`src/hw/pin_channel_pkg.sv`:
```
package pin_channel_pkg;

    // Serial control word geometry
    localparam int WORD_BITS = 12;
    localparam int MODE_BITS = 6;
    localparam int CHANNELS = 4;
    localparam int SELECT_LSB = 8;
    localparam int SYNC_STAGES = 3;

    // Mode bit positions inside the control word
    localparam int TERM_BIT = 0;
    localparam int LOW_LEAK_BIT = 1;
    localparam int SENSE_BIT = 2;
    localparam int FORCE_BIT = 3;
    localparam int LOAD_LOW_BIT = 4;
    localparam int LOAD_HIGH_BIT = 5;

    // Power-up values: mode bits clear, every channel selected
    localparam logic [11:0] WORD_RESET = 12'hf00;
    localparam logic [5:0] MODE_RESET = 6'h00;

    // Pin vector layout after the synchronisers
    localparam int PIN_SCLK = 0;
    localparam int PIN_CS_N = 1;
    localparam int PIN_DIN = 2;
    localparam int PIN_LOAD_N = 3;
    localparam int PIN_RCV = 4;
    localparam int PIN_DATA = 8;
    localparam int PIN_UPPER = 12;
    localparam int PIN_LOWER = 16;
    localparam int PIN_COUNT = 20;

    // Idle pin levels: chip select high, load and everything else low
    localparam logic [19:0] PINS_IDLE = 20'h00002;

    // Driver output selection
    typedef enum logic [2:0] {
        DRV_LOW = 3'b000,
        DRV_HIGH = 3'b001,
        DRV_HIGH_Z = 3'b010,
        DRV_TERM = 3'b011,
        DRV_LOW_LEAK = 3'b100
    } drv_mode_t;

    // Six mode bits of one channel, bit 0 at the right
    typedef struct packed {
        logic load_high_en;
        logic load_low_en;
        logic force_en;
        logic sense_en;
        logic low_leak_select;
        logic term_en;
    } mode_bits_t;

    // Everything one channel drives toward the analog section
    typedef struct packed {
        drv_mode_t drv_mode;
        logic sense_closed;
        logic force_closed;
        logic load_low_on;
        logic load_high_on;
        logic upper_compare_out;
        logic lower_compare_out;
    } chan_out_t;

    // Fast per-channel pins
    typedef struct packed {
        logic [3:0] receive_select;
        logic [3:0] drive_level_select;
        logic [3:0] above_upper_threshold;
        logic [3:0] above_lower_threshold;
    } chan_pins_t;

endpackage

```
`src/hw/pin_channel_mode_control.sv`:
```
// Contract
// - Twelve-bit word shifts in MSB first; captured when chip select rises.
// - Mode bits go only to channels whose select bit D8..D11 is set.
// - Load input low: input word passes to selected channels without serial clock.
// - Load tied low: selected channels update at chip select rising edge.
// - Six mode bits in positions 0..5; bits 6 and 7 ignored.
// - Bit 0 termination select, bit 1 low-leak select.
// - Bit 2 closes sense switch, bit 3 closes force switch, per channel.
// - Bit 4 enables low-value load path, bit 5 high-value path.
// - Both load paths independent: none, either, or both connected.
// - Power-up: mode bits zero, four channel-select bits one.
// - Drive mode: drive-level select picks low or high reference; termination ignored.
// - Receive mode: termination bit picks high impedance or termination reference.
// - Low-leak bit overrides receive, drive-level and termination inputs.
// - Compare outputs follow pin-above-threshold results, independently.
// - Low-leak state is held separately for every channel.
// - Load input rising edge transfers input word; transparent while low.
`timescale 1ns/100ps
`default_nettype none

module pin_channel_mode_control
    import pin_channel_pkg::*;
(
    // Clock and synchronous reset
    input wire logic clk,
    input wire logic reset,
    // Serial port and load pins, asynchronous to clk
    input wire logic sclk,
    input wire logic cs_n,
    input wire logic din,
    input wire logic latch_load_n,
    // Fast per-channel pins, also asynchronous
    input wire chan_pins_t chan_pins,
    // Registered controls toward the analog section
    output var chan_out_t [3:0] chan_out,
    // Captured word and low-leak bits for observation
    output logic [11:0] input_word,
    output logic [3:0] low_leak_channels
);

    // All pins gathered into one vector for a common synchroniser
    logic [PIN_COUNT-1:0] pins_raw;
    assign pins_raw = {chan_pins.above_lower_threshold, chan_pins.above_upper_threshold,
                       chan_pins.drive_level_select, chan_pins.receive_select,
                       latch_load_n, din, cs_n, sclk};

    logic [PIN_COUNT-1:0] sync1_ff;
    logic [PIN_COUNT-1:0] sync2_ff;
    logic [PIN_COUNT-1:0] sync3_ff;
    logic [PIN_COUNT-1:0] pins_ff;
    logic [PIN_COUNT-1:0] nxt_pins;

    // Three stages; a level is accepted only once stages two and three agree
    // A one-cycle glitch on a pin is therefore never seen
    genvar gp;
    generate
        for (gp = 0; gp < PIN_COUNT; gp++) begin : g_sync
            assign nxt_pins[gp] = (sync2_ff[gp] == sync3_ff[gp]) ? sync3_ff[gp] : pins_ff[gp];
        end
    endgenerate

    // Synchroniser chain; all stages start at the idle pin levels, so
    // no chip select or load edge is invented right after reset
    always_ff @(posedge clk) begin
        if (reset) begin
            sync1_ff <= PINS_IDLE;
            sync2_ff <= PINS_IDLE;
            sync3_ff <= PINS_IDLE;
        end else begin
            sync1_ff <= pins_raw;
            sync2_ff <= sync1_ff;
            sync3_ff <= sync2_ff;
        end
    end

    // Filtered levels; also the previous-cycle reference for edge detection
    always_ff @(posedge clk) begin
        if (reset) begin
            pins_ff <= PINS_IDLE;
        end else begin
            pins_ff <= nxt_pins;
        end
    end

    // Accepted level of each serial pin for this cycle
    wire sclk_lvl = nxt_pins[PIN_SCLK];
    wire cs_n_lvl = nxt_pins[PIN_CS_N];
    wire din_lvl = nxt_pins[PIN_DIN];
    wire load_n_lvl = nxt_pins[PIN_LOAD_N];

    // Level accepted one cycle earlier, the reference for edges
    wire sclk_prev = pins_ff[PIN_SCLK];
    wire cs_n_prev = pins_ff[PIN_CS_N];
    wire load_n_prev = pins_ff[PIN_LOAD_N];

    // Edge detection on the filtered serial pins
    wire sclk_rise = sclk_lvl & ~sclk_prev;
    wire cs_low = cs_n_prev == 1'b0;
    wire cs_rise = cs_n_lvl & ~cs_n_prev;
    wire load_low = load_n_lvl == 1'b0;
    wire load_rise = load_n_lvl & ~load_n_prev;
    // Chip select must rise after the last clock edge was accepted,
    // otherwise that last bit misses the captured word
    wire shift_en = sclk_rise & cs_low;

    // Shift register and captured input word
    logic [11:0] shift_ff;
    logic [11:0] nxt_shift;
    logic [11:0] word_ff;
    logic [11:0] nxt_word;

    // Shift MSB first; excess edges push older bits out the top, and a
    // short frame leaves bits of the previous frame in the upper positions
    assign nxt_shift = shift_en ? {shift_ff[10:0], din_lvl} : shift_ff;
    // Input word captured only at the end of a frame
    assign nxt_word = cs_rise ? shift_ff : word_ff;

    // Serial shift register
    always_ff @(posedge clk) begin
        if (reset) begin
            shift_ff <= WORD_RESET;
        end else begin
            shift_ff <= nxt_shift;
        end
    end

    // Input word; power-up value selects every channel
    always_ff @(posedge clk) begin
        if (reset) begin
            word_ff <= WORD_RESET;
        end else begin
            word_ff <= nxt_word;
        end
    end

    // Transfer condition: transparent while load low, or at its rising edge.
    // With load tied low the word itself changes at chip select rise, so the
    // channels follow it on the same edge.
    wire transfer = load_low | load_rise;
    // Bits 6 and 7 never reach a latch
    wire [5:0] new_mode = nxt_word[MODE_BITS-1:0];

    // Per-channel latches and the values they feed
    mode_bits_t [3:0] mode_ff;
    mode_bits_t [3:0] nxt_mode;
    drv_mode_t [3:0] nxt_drv;
    chan_out_t [3:0] nxt_out;

    genvar gc;
    generate
        for (gc = 0; gc < CHANNELS; gc++) begin : g_chan
            wire selected = nxt_word[SELECT_LSB + gc];
            // Fast pins of this channel, already filtered
            wire rcv = pins_ff[PIN_RCV + gc];
            wire lvl = pins_ff[PIN_DATA + gc];
            wire above_upper = pins_ff[PIN_UPPER + gc];
            wire above_lower = pins_ff[PIN_LOWER + gc];

            // Each channel keeps its own latch, so low-leak is per channel
            assign nxt_mode[gc] = (transfer && selected) ? mode_bits_t'(new_mode) : mode_ff[gc];

            // Latched bits that steer the driver
            wire leak_on = mode_ff[gc].low_leak_select;
            wire term_on = mode_ff[gc].term_en;

            // Driver choice; low-leak wins over every fast pin and the term bit
            wire pick_term = ~leak_on & rcv & term_on;
            wire pick_high_z = ~leak_on & rcv & ~term_on;
            wire pick_high = ~leak_on & ~rcv & lvl;

            // Termination bit is a don't-care while driving
            assign nxt_drv[gc] = leak_on ? DRV_LOW_LEAK :
                                 pick_term ? DRV_TERM :
                                 pick_high_z ? DRV_HIGH_Z :
                                 pick_high ? DRV_HIGH : DRV_LOW;

            assign nxt_out[gc].drv_mode = nxt_drv[gc];
            assign nxt_out[gc].sense_closed = mode_ff[gc].sense_en;
            assign nxt_out[gc].force_closed = mode_ff[gc].force_en;
            // Separate switches, so all four load combinations are reachable
            assign nxt_out[gc].load_low_on = mode_ff[gc].load_low_en;
            assign nxt_out[gc].load_high_on = mode_ff[gc].load_high_en;

            // Comparator results pass straight through, one bit each
            assign nxt_out[gc].upper_compare_out = above_upper;
            assign nxt_out[gc].lower_compare_out = above_lower;
            assign low_leak_channels[gc] = mode_ff[gc].low_leak_select;
        end
    endgenerate

    chan_out_t [3:0] out_ff;

    // Channel latches; they change only on a transfer with their
    // select bit set, so unselected channels keep their mode
    always_ff @(posedge clk) begin
        if (reset) begin
            mode_ff <= {CHANNELS{MODE_RESET}};
        end else begin
            mode_ff <= nxt_mode;
        end
    end

    // Registered channel outputs; reset leaves the driver at the low level
    always_ff @(posedge clk) begin
        if (reset) begin
            out_ff <= '0;
        end else begin
            out_ff <= nxt_out;
        end
    end

    // Outputs come straight from flip-flops; the fast pins see five
    // cycles of latency, which the analog timing must allow for
    assign chan_out = out_ff;
    assign input_word = word_ff;

endmodule

`default_nettype wire

```
`config.mk`:
```
export PLATFORM = sky130hd
export DESIGN_NAME = pin_channel_mode_control
export DESIGN_NICKNAME = d
export VERILOG_FILES = /design/src/hw/pin_channel_pkg.sv /design/src/hw/pin_channel_mode_control.sv
export SDC_FILE = /design/constraint.sdc
export NUM_CORES = 1
export LEC_CHECK = 0
export ABC_AREA = 1
export BUFFER_PORTS_ARGS = -buffer_cell sky130_fd_sc_hd__buf_2
export CORE_ASPECT_RATIO = 2
export CORE_MARGIN = 4
export CORE_UTILIZATION = 50
export DETAILED_ROUTE_END_ITERATION = 6
export PLACE_DENSITY_LB_ADDON = 0.25
export SYNTH_ARGS = -nofsm -noshare
export SYNTH_HDL_FRONTEND = slang
export SYNTH_SLANG_ARGS = --single-unit
```
`constraint.sdc`:
```
create_clock -name clk -period 2.1 [get_ports clk]
set_clock_uncertainty 0.1 [all_clocks]
set_input_delay 0.21 -clock clk [delete_from_list [all_inputs] [get_ports clk]]
set_output_delay 0.21 -clock clk [all_outputs]
set_load 0.01 [all_outputs]
```
==> results.yml, run 1 <==
cells_and_area:
  nets: 767
  postLayoutCoreUtil_pct: 62.7
  layout.filler_cells: 920
  final_common_cell: "sky130_fd_sc_hd__dfxtp_1"
  synthToLayoutAreaGrowth_pct: 21.4
  fraction_of_layout_instances_using_a_drive_strength_above_1_pct: 18.7
  antenna-diode-count: 0
  most_used_cells_in_the_layout_excluding_fill_and_tap_cells: "sky130_fd_sc_hd__dfxtp_1 (164), sky130_fd_sc_hd__nor2_1 (163), sky130_fd_sc_hd__inv_1 (114)"
critical_path:
  crit_required_ps: 2320
  worst-r2r-setup-slack_ps: 350
  largest_fanout_on_the_critical_path: 9
  critical_path.endpoint_type: "register"
  regToRegStartpoint: "pins_ff[1]$_SDFF_PP1_"
  r2r_cells: 8
  launch_point_of_the_worst_path: "pins_ff[1]$_SDFF_PP1_"
  startpoint_type: "register"
  r2r-end: "g_chan[1].leak_on$_SDFFE_PP0P_"
  path_class: "register to register"
  worstPathArrival_ps: 1970
sta:
  grt_setup_unrepaired: "no"
  max_clock_freq_mhz: 571
  finalHoldViolations: 0
  timing.setup.tns_ps: 0
  max_slew_margin_pct: 68.1
  period_share_pct: 83.4
  finalSetupViolations: 0
  timing.final.max_slew_violations: 0
  period_needed_ps: 1750
  tightest_slew_ps: 477
hold_path:
  hold_crit_endpoint: "input_word[4]$_SDFF_PP0_"
  holdPathStages: 2
  holdCritPathClass: "input pin to register"
  worst_hold_startpoint: "reset"
yosys:
  synth-seq-cells: 164
  synthMuxAreaShare_pct: 0
  mean_instance_size_in_the_synthesized_netlist_um2: 8.36
  yosysWarningCount: 0
  synth_compound_gate_area_share_pct: 6.53
  mappedNetlistArea_mm2: 0.00548
  synth_xor_area_share_pct: 0
  main_combinational_cell_family_by_area_after_synthesis: "simple AND/OR/NAND/NOR gates"
  synth_cells: 656
  yosys.area_share.simple_pct: 22.4
  nets_in_the_synthesized_netlist: 678
  post_synth_fa_ha_maj_area_fraction_pct: 0
  yosysSeqAreaShare_pct: 59.9
  post_synth_num_cell_types: 27
clock_tree:
  tritoncts_clock_tree: "done"
  clock_tree.buffer_depth: 2
  hold_buffers: 20
  cts_max_level: 4
  cts-buffers-inserted: 17
  worst_skew_pair.late_latency_ps: 420
  postCtsSetupBuffers: 0
  post_cts_resize_count: 0
  clkSlewWorstSetupHoldPaths_ps: 70
  clkSinkCount: 164
  clock-root-buffer: "sky130_fd_sc_hd__clkbuf_16"
pwr:
  p_per_area_mw_per_mm2: 930
  power_frac_seq_pct: 51.5
  internal_power_w: 0.00484
  peakVddDrop_mv: 0.763
  power.share.switching_pct: 21.9
  clkPwrFrac_pct: 45.5
  power.static_leakage_nw: 3.12
  combinationalPowerShare_pct: 3.0
  power.switching_w: 0.00135
detailed_routing:
  drtIter0Drc: 221
  wire_per_inst_um: 11.7
  drtAntennaViolNets: 0
  drt_wirelength_um: 10500
  drt_pre_antenna_iters: 4
  via_per_inst: 4.61
  routed-via-count: 4124
  drc_errors: 0
floorplanning:
  fp.dieArea_mm2: 0.0128
  top_level_i_o_count: 74
  rows: 53
  die_height_um: 156
  die-width_um: 82.0
  start_util_pct: 51.7
  core_footprint_mm2: 0.0106
grt:
  grt_max_degree: 48
  residual_overflow_from_global_routing: 0
  antenna_violations_before_repair: 0
  grt_use_total_pct: 18.3
  grt_pass1_vias: 4020
  first_pass_grt_wire_length_um: 18000
placement:
  io_buffers: 73
  routability_driven_placement_congestion_ratio: 0.886
  post-dp-hpwl_um: 7370
run_status:
  status: "finished, final reports clean"
run:
  drv.max_cap_violation_count: 0
[worst max-delay path, stage by stage (launching register included)]
cell,delay [ps]
sky130_fd_sc_hd__dfxtp_1,330
sky130_fd_sc_hd__inv_1,200
sky130_fd_sc_hd__nand3_2,290
sky130_fd_sc_hd__buf_4,280
sky130_fd_sc_hd__nand2_2,60
sky130_fd_sc_hd__nand2_2,80
sky130_fd_sc_hd__inv_2,80
sky130_fd_sc_hd__nor2_1,40
sky130_fd_sc_hd__nor2_1,190
[synthesized netlist by cell type]
cell type	count	share of area (%)
sky130_fd_sc_hd__o211ai_1	5	0.68
sky130_fd_sc_hd__nor2_2	1	0.11
sky130_fd_sc_hd__nand3_2	1	0.18
sky130_fd_sc_hd__a21oi_1	39	3.6
sky130_fd_sc_hd__dfxtp_1	164	60
sky130_fd_sc_hd__buf_1	2	0.14
sky130_fd_sc_hd__nor3_1	7	0.64
sky130_fd_sc_hd__o21ai_2	1	0.16
sky130_fd_sc_hd__a211oi_1	5	0.68
sky130_fd_sc_hd__nor2_1	163	11
sky130_fd_sc_hd__buf_2	14	1.3
sky130_fd_sc_hd__buf_6	3	0.62
sky130_fd_sc_hd__nand4_1	4	0.46
sky130_fd_sc_hd__inv_1	114	7.8
sky130_fd_sc_hd__nand3_1	28	2.6
sky130_fd_sc_hd__or2_2	3	0.34
sky130_fd_sc_hd__o21ai_0	13	1.2
sky130_fd_sc_hd__nand2_1	52	3.6
sky130_fd_sc_hd__buf_4	7	0.96
sky130_fd_sc_hd__o21a_1	1	0.14
sky130_fd_sc_hd__nand3_4	1	0.32
sky130_fd_sc_hd__nand2_2	14	1.6
sky130_fd_sc_hd__nand2_4	6	1.2
sky130_fd_sc_hd__a31oi_1	1	0.11
sky130_fd_sc_hd__clkbuf_1	2	0.14
sky130_fd_sc_hd__nor2_4	1	0.21
sky130_fd_sc_hd__inv_2	4	0.27
[worst max-delay path by stage]
| stage | end | slack, ps | depth (start not counted) |
|---|---|---|---|
| after floorplan | mode_ff[21]$_SDFFE_PP0P_ | 810 | 7 |
| after global placement | g_chan[1].leak_on$_SDFFE_PP0P_ | 450 | 8 |
| after detailed placement | g_chan[1].leak_on$_SDFFE_PP0P_ | 360 | 8 |
| after CTS | g_chan[1].leak_on$_SDFFE_PP0P_ | 350 | 8 |
| after global routing | mode_ff[10]$_SDFFE_PP0P_ | 250 | 7 |
| final | g_chan[1].leak_on$_SDFFE_PP0P_ | 350 | 8 |
[area by class of cell]
| cell class | instances | area (µm²) | area share (%) |
|---|---|---|---|
| timing repair buffer | 98 | 618 | 9.29 |
| inverter | 118 | 443 | 6.66 |
| tap | 137 | 171 | 2.58 |
| clock inverter | 13 | 103 | 1.54 |
| sequential | 164 | 3280 | 49.3 |
| clock buffer | 19 | 453 | 6.81 |
| multi-input combinational | 346 | 1580 | 23.8 |
[logic make-up (layout without fill, tap and decap cells)]
family                 Yosys count  in the layout
buffers and inverters          146            248
flip-flops                     164            164
AND/OR/NAND/NOR                281            281
AO/OA/AOI/OAI                   65             65
[through the flow]
step / cells / cell area (µm²) / hold WS, ps / total power [W] / setup WS, ps
6_report: 895 / 6660 / 75.4 / 0.00619 / 349
4_1_cts: 895 / 6660 / 67.2 / 0.00626 / 346
2_1_floorplan: 656 / 5480 / 214 / 0.00337 / 812
3_3_place_gp: 843 / 5900 / 290 / 0.00341 / 454
3_5_place_dp: 843 / 5900 / 294 / 0.00342 / 364
5_1_grt: 895 / 6660 / 81.9 / 0.00644 / 246
[per-layer routing]
metal | up-vias | share of wire, % | global-route usage (%)
li1 | 2151 | - | -
met1 | 1853 | 38 | 18.8
met2 | 94 | 54 | 33.0
met3 | 26 | 4.4 | 4.39
met4 | 0 | 3.3 | 9.83
met5 | - | 0 | 0
[power groups by stage]
stage | Sequential, W | Clock [W] | Combinational, W
after detailed placement | 0.00326 | 0 | 0.000159
after global routing | 0.00319 | 0.00303 | 0.000217
after global placement | 0.00326 | 0 | 0.000154
after CTS | 0.00319 | 0.00289 | 0.000188
final | 0.00319 | 0.00281 | 0.000187
after floorplan | 0.00325 | 0 | 0.000115
[registers in the layout, indices dropped and copies added, names as in the netlist]
signal / count
input_word: 12
chan_out: 36
mode_ff: 16
g_chan.term_on: 4
g_chan.leak_on: 4
shift_ff: 12
sync1_ff: 20
sync2_ff: 20
sync3_ff: 20
pins_ff: 20
Note: power is estimated with default switching activity, not from simulation.
==> run 2: changes to the inputs <==
--- a/config.mk
+++ b/config.mk
@@ -5,7 +5,7 @@
 export SDC_FILE = /design/constraint.sdc
 export NUM_CORES = 1
 export LEC_CHECK = 0
-export ABC_AREA = 1
+export ABC_AREA = 0
 export BUFFER_PORTS_ARGS = -buffer_cell sky130_fd_sc_hd__buf_2
 export CORE_ASPECT_RATIO = 2
 export CORE_MARGIN = 4
==> constraint.sdc (replaced) <==
create_clock -name clk -period 1.5 [get_ports clk]
set_clock_uncertainty 0.1 [all_clocks]
set_input_delay 0.15 -clock clk [delete_from_list [all_inputs] [get_ports clk]]
set_output_delay 0.15 -clock clk [all_outputs]
set_load 0.01 [all_outputs]
==> run 2 against run 1 <==
The flow now finishes with violations (setup timing). Maximum frequency rose by 15%. Final cell count fell by 19%. Global-route usage is 2.2 points lower. Via count is 16% lower. Core utilization grew 3.2 points. Synthesized cell count decreased by 29%. Wire length shrank 13%. Register-to-register slack got worse by 380 ps. Sequential power up 39%. Synthesized area shrank 6.4%. Die area down 5.9%. Critical path type unchanged. Critical endpoint is now shift_ff[8]$_SDFFE_PP1P_. Largest power group unchanged. Highest routed layer unchanged.
==> results.yml, run 2 <==
pwr:
  clkPwrFrac_pct: 46.5
  power_frac_seq_pct: 51.0
  combinationalPowerShare_pct: 2.5
  internal_power_w: 0.00673
  p_per_area_mw_per_mm2: 1310
  peakVddDrop_mv: 0.961
  report.power.total_w: 0.00872
  power.switching_w: 0.00199
  power.static_leakage_nw: 2.84
  power.share.switching_pct: 22.8
yosys:
  synth-edff-count: 0
  yosysWarningCount: 0
  post_synth_num_cell_types: 26
  most_instantiated_library_cell_after_synthesis: "sky130_fd_sc_hd__dfxtp_1"
  synth_largest_type_area_fraction_pct: 64.0
  postSynth.topFlopCell: "sky130_fd_sc_hd__dfxtp_1"
  mean_instance_size_in_the_synthesized_netlist_um2: 11.0
  synth_cells: 468
  yosysSeqAreaShare_pct: 64.0
  synth.cells.most_frequent: "sky130_fd_sc_hd__dfxtp_1 (164), sky130_fd_sc_hd__nor2b_1 (89), sky130_fd_sc_hd__nor2_1 (43), sky130_fd_sc_hd__a211oi_1 (24), sky130_fd_sc_hd__nand2_1 (23)"
  synth_top_cell_by_area: "sky130_fd_sc_hd__dfxtp_1"
  synth-seq-cells: 164
  nets_in_the_synthesized_netlist: 490
  synth_async_sr_flop_share_pct: 0
  post_synth_main_area_contributors: "sky130_fd_sc_hd__dfxtp_1 (64%), sky130_fd_sc_hd__nor2b_1 (11%), sky130_fd_sc_hd__a211oi_1 (3.5%)"
  mappedNetlistArea_mm2: 0.00513
critical_path:
  largest_fanout_on_the_critical_path: 16
  slowest_stage_cell_crit_path: "sky130_fd_sc_hd__dfxtp_2"
  regToRegStartpoint: "pins_ff[1]$_SDFF_PP1_"
  launch_point_of_the_worst_path: "pins_ff[1]$_SDFF_PP1_"
  crit_required_ps: 1710
  critPathBufInv: 2
  critical_path.endpoint_type: "register"
  slowest_delay_ps: 340
  path_class: "register to register"
  crit_path_cell_trace: "buf_4 -> nor4bb_4 -> buf_12 -> nor2b_1 -> a211o_1"
  cpLargestDelayFamily: "simple AND/OR/NAND/NOR gates"
  worstPathArrival_ps: 1740
  startpoint_type: "register"
sta:
  period_needed_ps: 1530
  tightest_slew_ps: 613
  timing.final.max_slew_violations: 0
  timing.setup.tns_ps: -138
  whs_ps: 134
  max_slew_margin_pct: 59.2
  finalHoldViolations: 0
  finalSetupViolations: 8
  period_share_pct: 102
  layout_setup_ws_ps: -28.5
  max_clock_freq_mhz: 654
  grt_setup_unrepaired: "yes"
floorplanning:
  die_height_um: 151
  die-width_um: 79.6
  start_util_pct: 50.9
  rows: 52
  fp.dieArea_mm2: 0.0120
  core_footprint_mm2: 0.0101
  top_level_i_o_count: 74
grt:
  first_pass_grt_wire_length_um: 14900
  residual_overflow_from_global_routing: 0
  grt_use_total_pct: 16.2
  grt_pass1_vias: 3308
  grt_max_degree: 55
  antenna_violations_before_repair: 0
placement:
  post-dp-hpwl_um: 6080
  routability_driven_placement_congestion_ratio: 0.821
  io_buffers: 73
run:
  drv.max_cap_violation_count: 0
cells_and_area:
  most_used_cells_in_the_layout_excluding_fill_and_tap_cells: "sky130_fd_sc_hd__dfxtp_1 (160), sky130_fd_sc_hd__nor2b_1 (89), sky130_fd_sc_hd__buf_2 (73)"
  fraction_of_layout_instances_using_a_drive_strength_above_1_pct: 27.8
  synthToLayoutAreaGrowth_pct: 29.6
  final_common_cell: "sky130_fd_sc_hd__dfxtp_1"
  nets: 602
  register_area_mm2: 0.00329
  area_occupied_by_multi_input_gates_mm2: 0.00175
  antenna-diode-count: 0
  largest_register_ffs: 36
  layout.filler_cells: 793
clock_tree:
  worst_skew_pair.late_latency_ps: 420
  cts_max_level: 4
  tritoncts_clock_tree: "done"
  clkSlewWorstSetupHoldPaths_ps: 70
  clock_tree.buffer_depth: 2
  cts-buffers-inserted: 17
  clock-root-buffer: "sky130_fd_sc_hd__clkbuf_16"
  clkSinkCount: 164
detailed_routing:
  drtIter0Drc: 154
  via_per_inst: 4.76
  drt_wirelength_um: 9160
  wire_per_inst_um: 12.6
  drtAntennaViolNets: 0
  drt_pre_antenna_iters: 4
  drc_errors: 0
  routed-via-count: 3467
run_status:
  violated_checks: "setup timing"
  status: "finished with violations"
hold_path:
  holdCritPathClass: "input pin to register"
  worst_hold_startpoint: "reset"
[run 2: stage by stage]
stage	util [%]	setup WS, ps	std cells	instance area [µm²]
2_1_floorplan	-	9.61	468	5130
3_3_place_gp	57.3	-17.4	672	5780
3_5_place_dp	57.3	-70.8	672	5780
4_1_cts	65.2	-32.9	727	6580
5_1_grt	66.0	-81.9	728	6650
6_report	66.0	-28.5	728	6650
[run 2: path summary, 6_finish.rpt]
check / to / slack [ps] / cells past startpoint
max reg2reg: shift_ff[8]$_SDFFE_PP1P_ / -30 / 5
max: shift_ff[8]$_SDFFE_PP1P_ / -30 / 5
min: sync1_ff[15]$_SDFF_PP0_ / 130 / 2
min reg2reg: sync2_ff[1]$_SDFF_PP1_ / 310 / 1
[run 2: metal layers]
layer  global-route usage [%]  vias up  routed length, µm
met4                     9.64        0                237
met2                     28.0       82               4910
met5                        0        -                  0
met1                     16.4     1593               3570
met3                     5.54       18                443
li1                         -     1774                  -
[run 2: power by group through the flow]
stage | sequential (W) | combinational [W] | clock (W)
CTS | 0.00445 | 0.000216 | 0.00415
floorplan | 0.00454 | 0.000108 | 0
global route | 0.00445 | 0.000241 | 0.00436
detailed placement | 0.00455 | 0.000176 | 0
finish | 0.00445 | 0.000218 | 0.00405
global placement | 0.00454 | 0.000171 | 0
[run 2: timing repair]
item | CTS | global route
setup buffers | 2 | 0
endpoints found under the setup margin | 28 | 35
endpoints found under the hold margin | 20 | 0
hold buffers | 20 | 0
pin swaps | 2 | 1
resized for setup | 7 | 15
gates cloned | 1 | 1
[run 2: cells by family after synthesis]
| family | Yosys count | synth area share, % |
|---|---|---|
| compound gates | 80 | 10.5 |
| buf+inv | 34 | 3.44 |
| mux | 17 | 3.32 |
| simple gates | 173 | 18.8 |
| flops | 164 | 64.0 |
[run 2: area by class of cell]
type	count	area share, %
clock buffer	17	6.39
clock inverter	15	2.05
timing repair buffer	123	13.0
tap	135	2.54
inverter	4	0.226
sequential	164	49.5
multi-input combinational	270	26.3
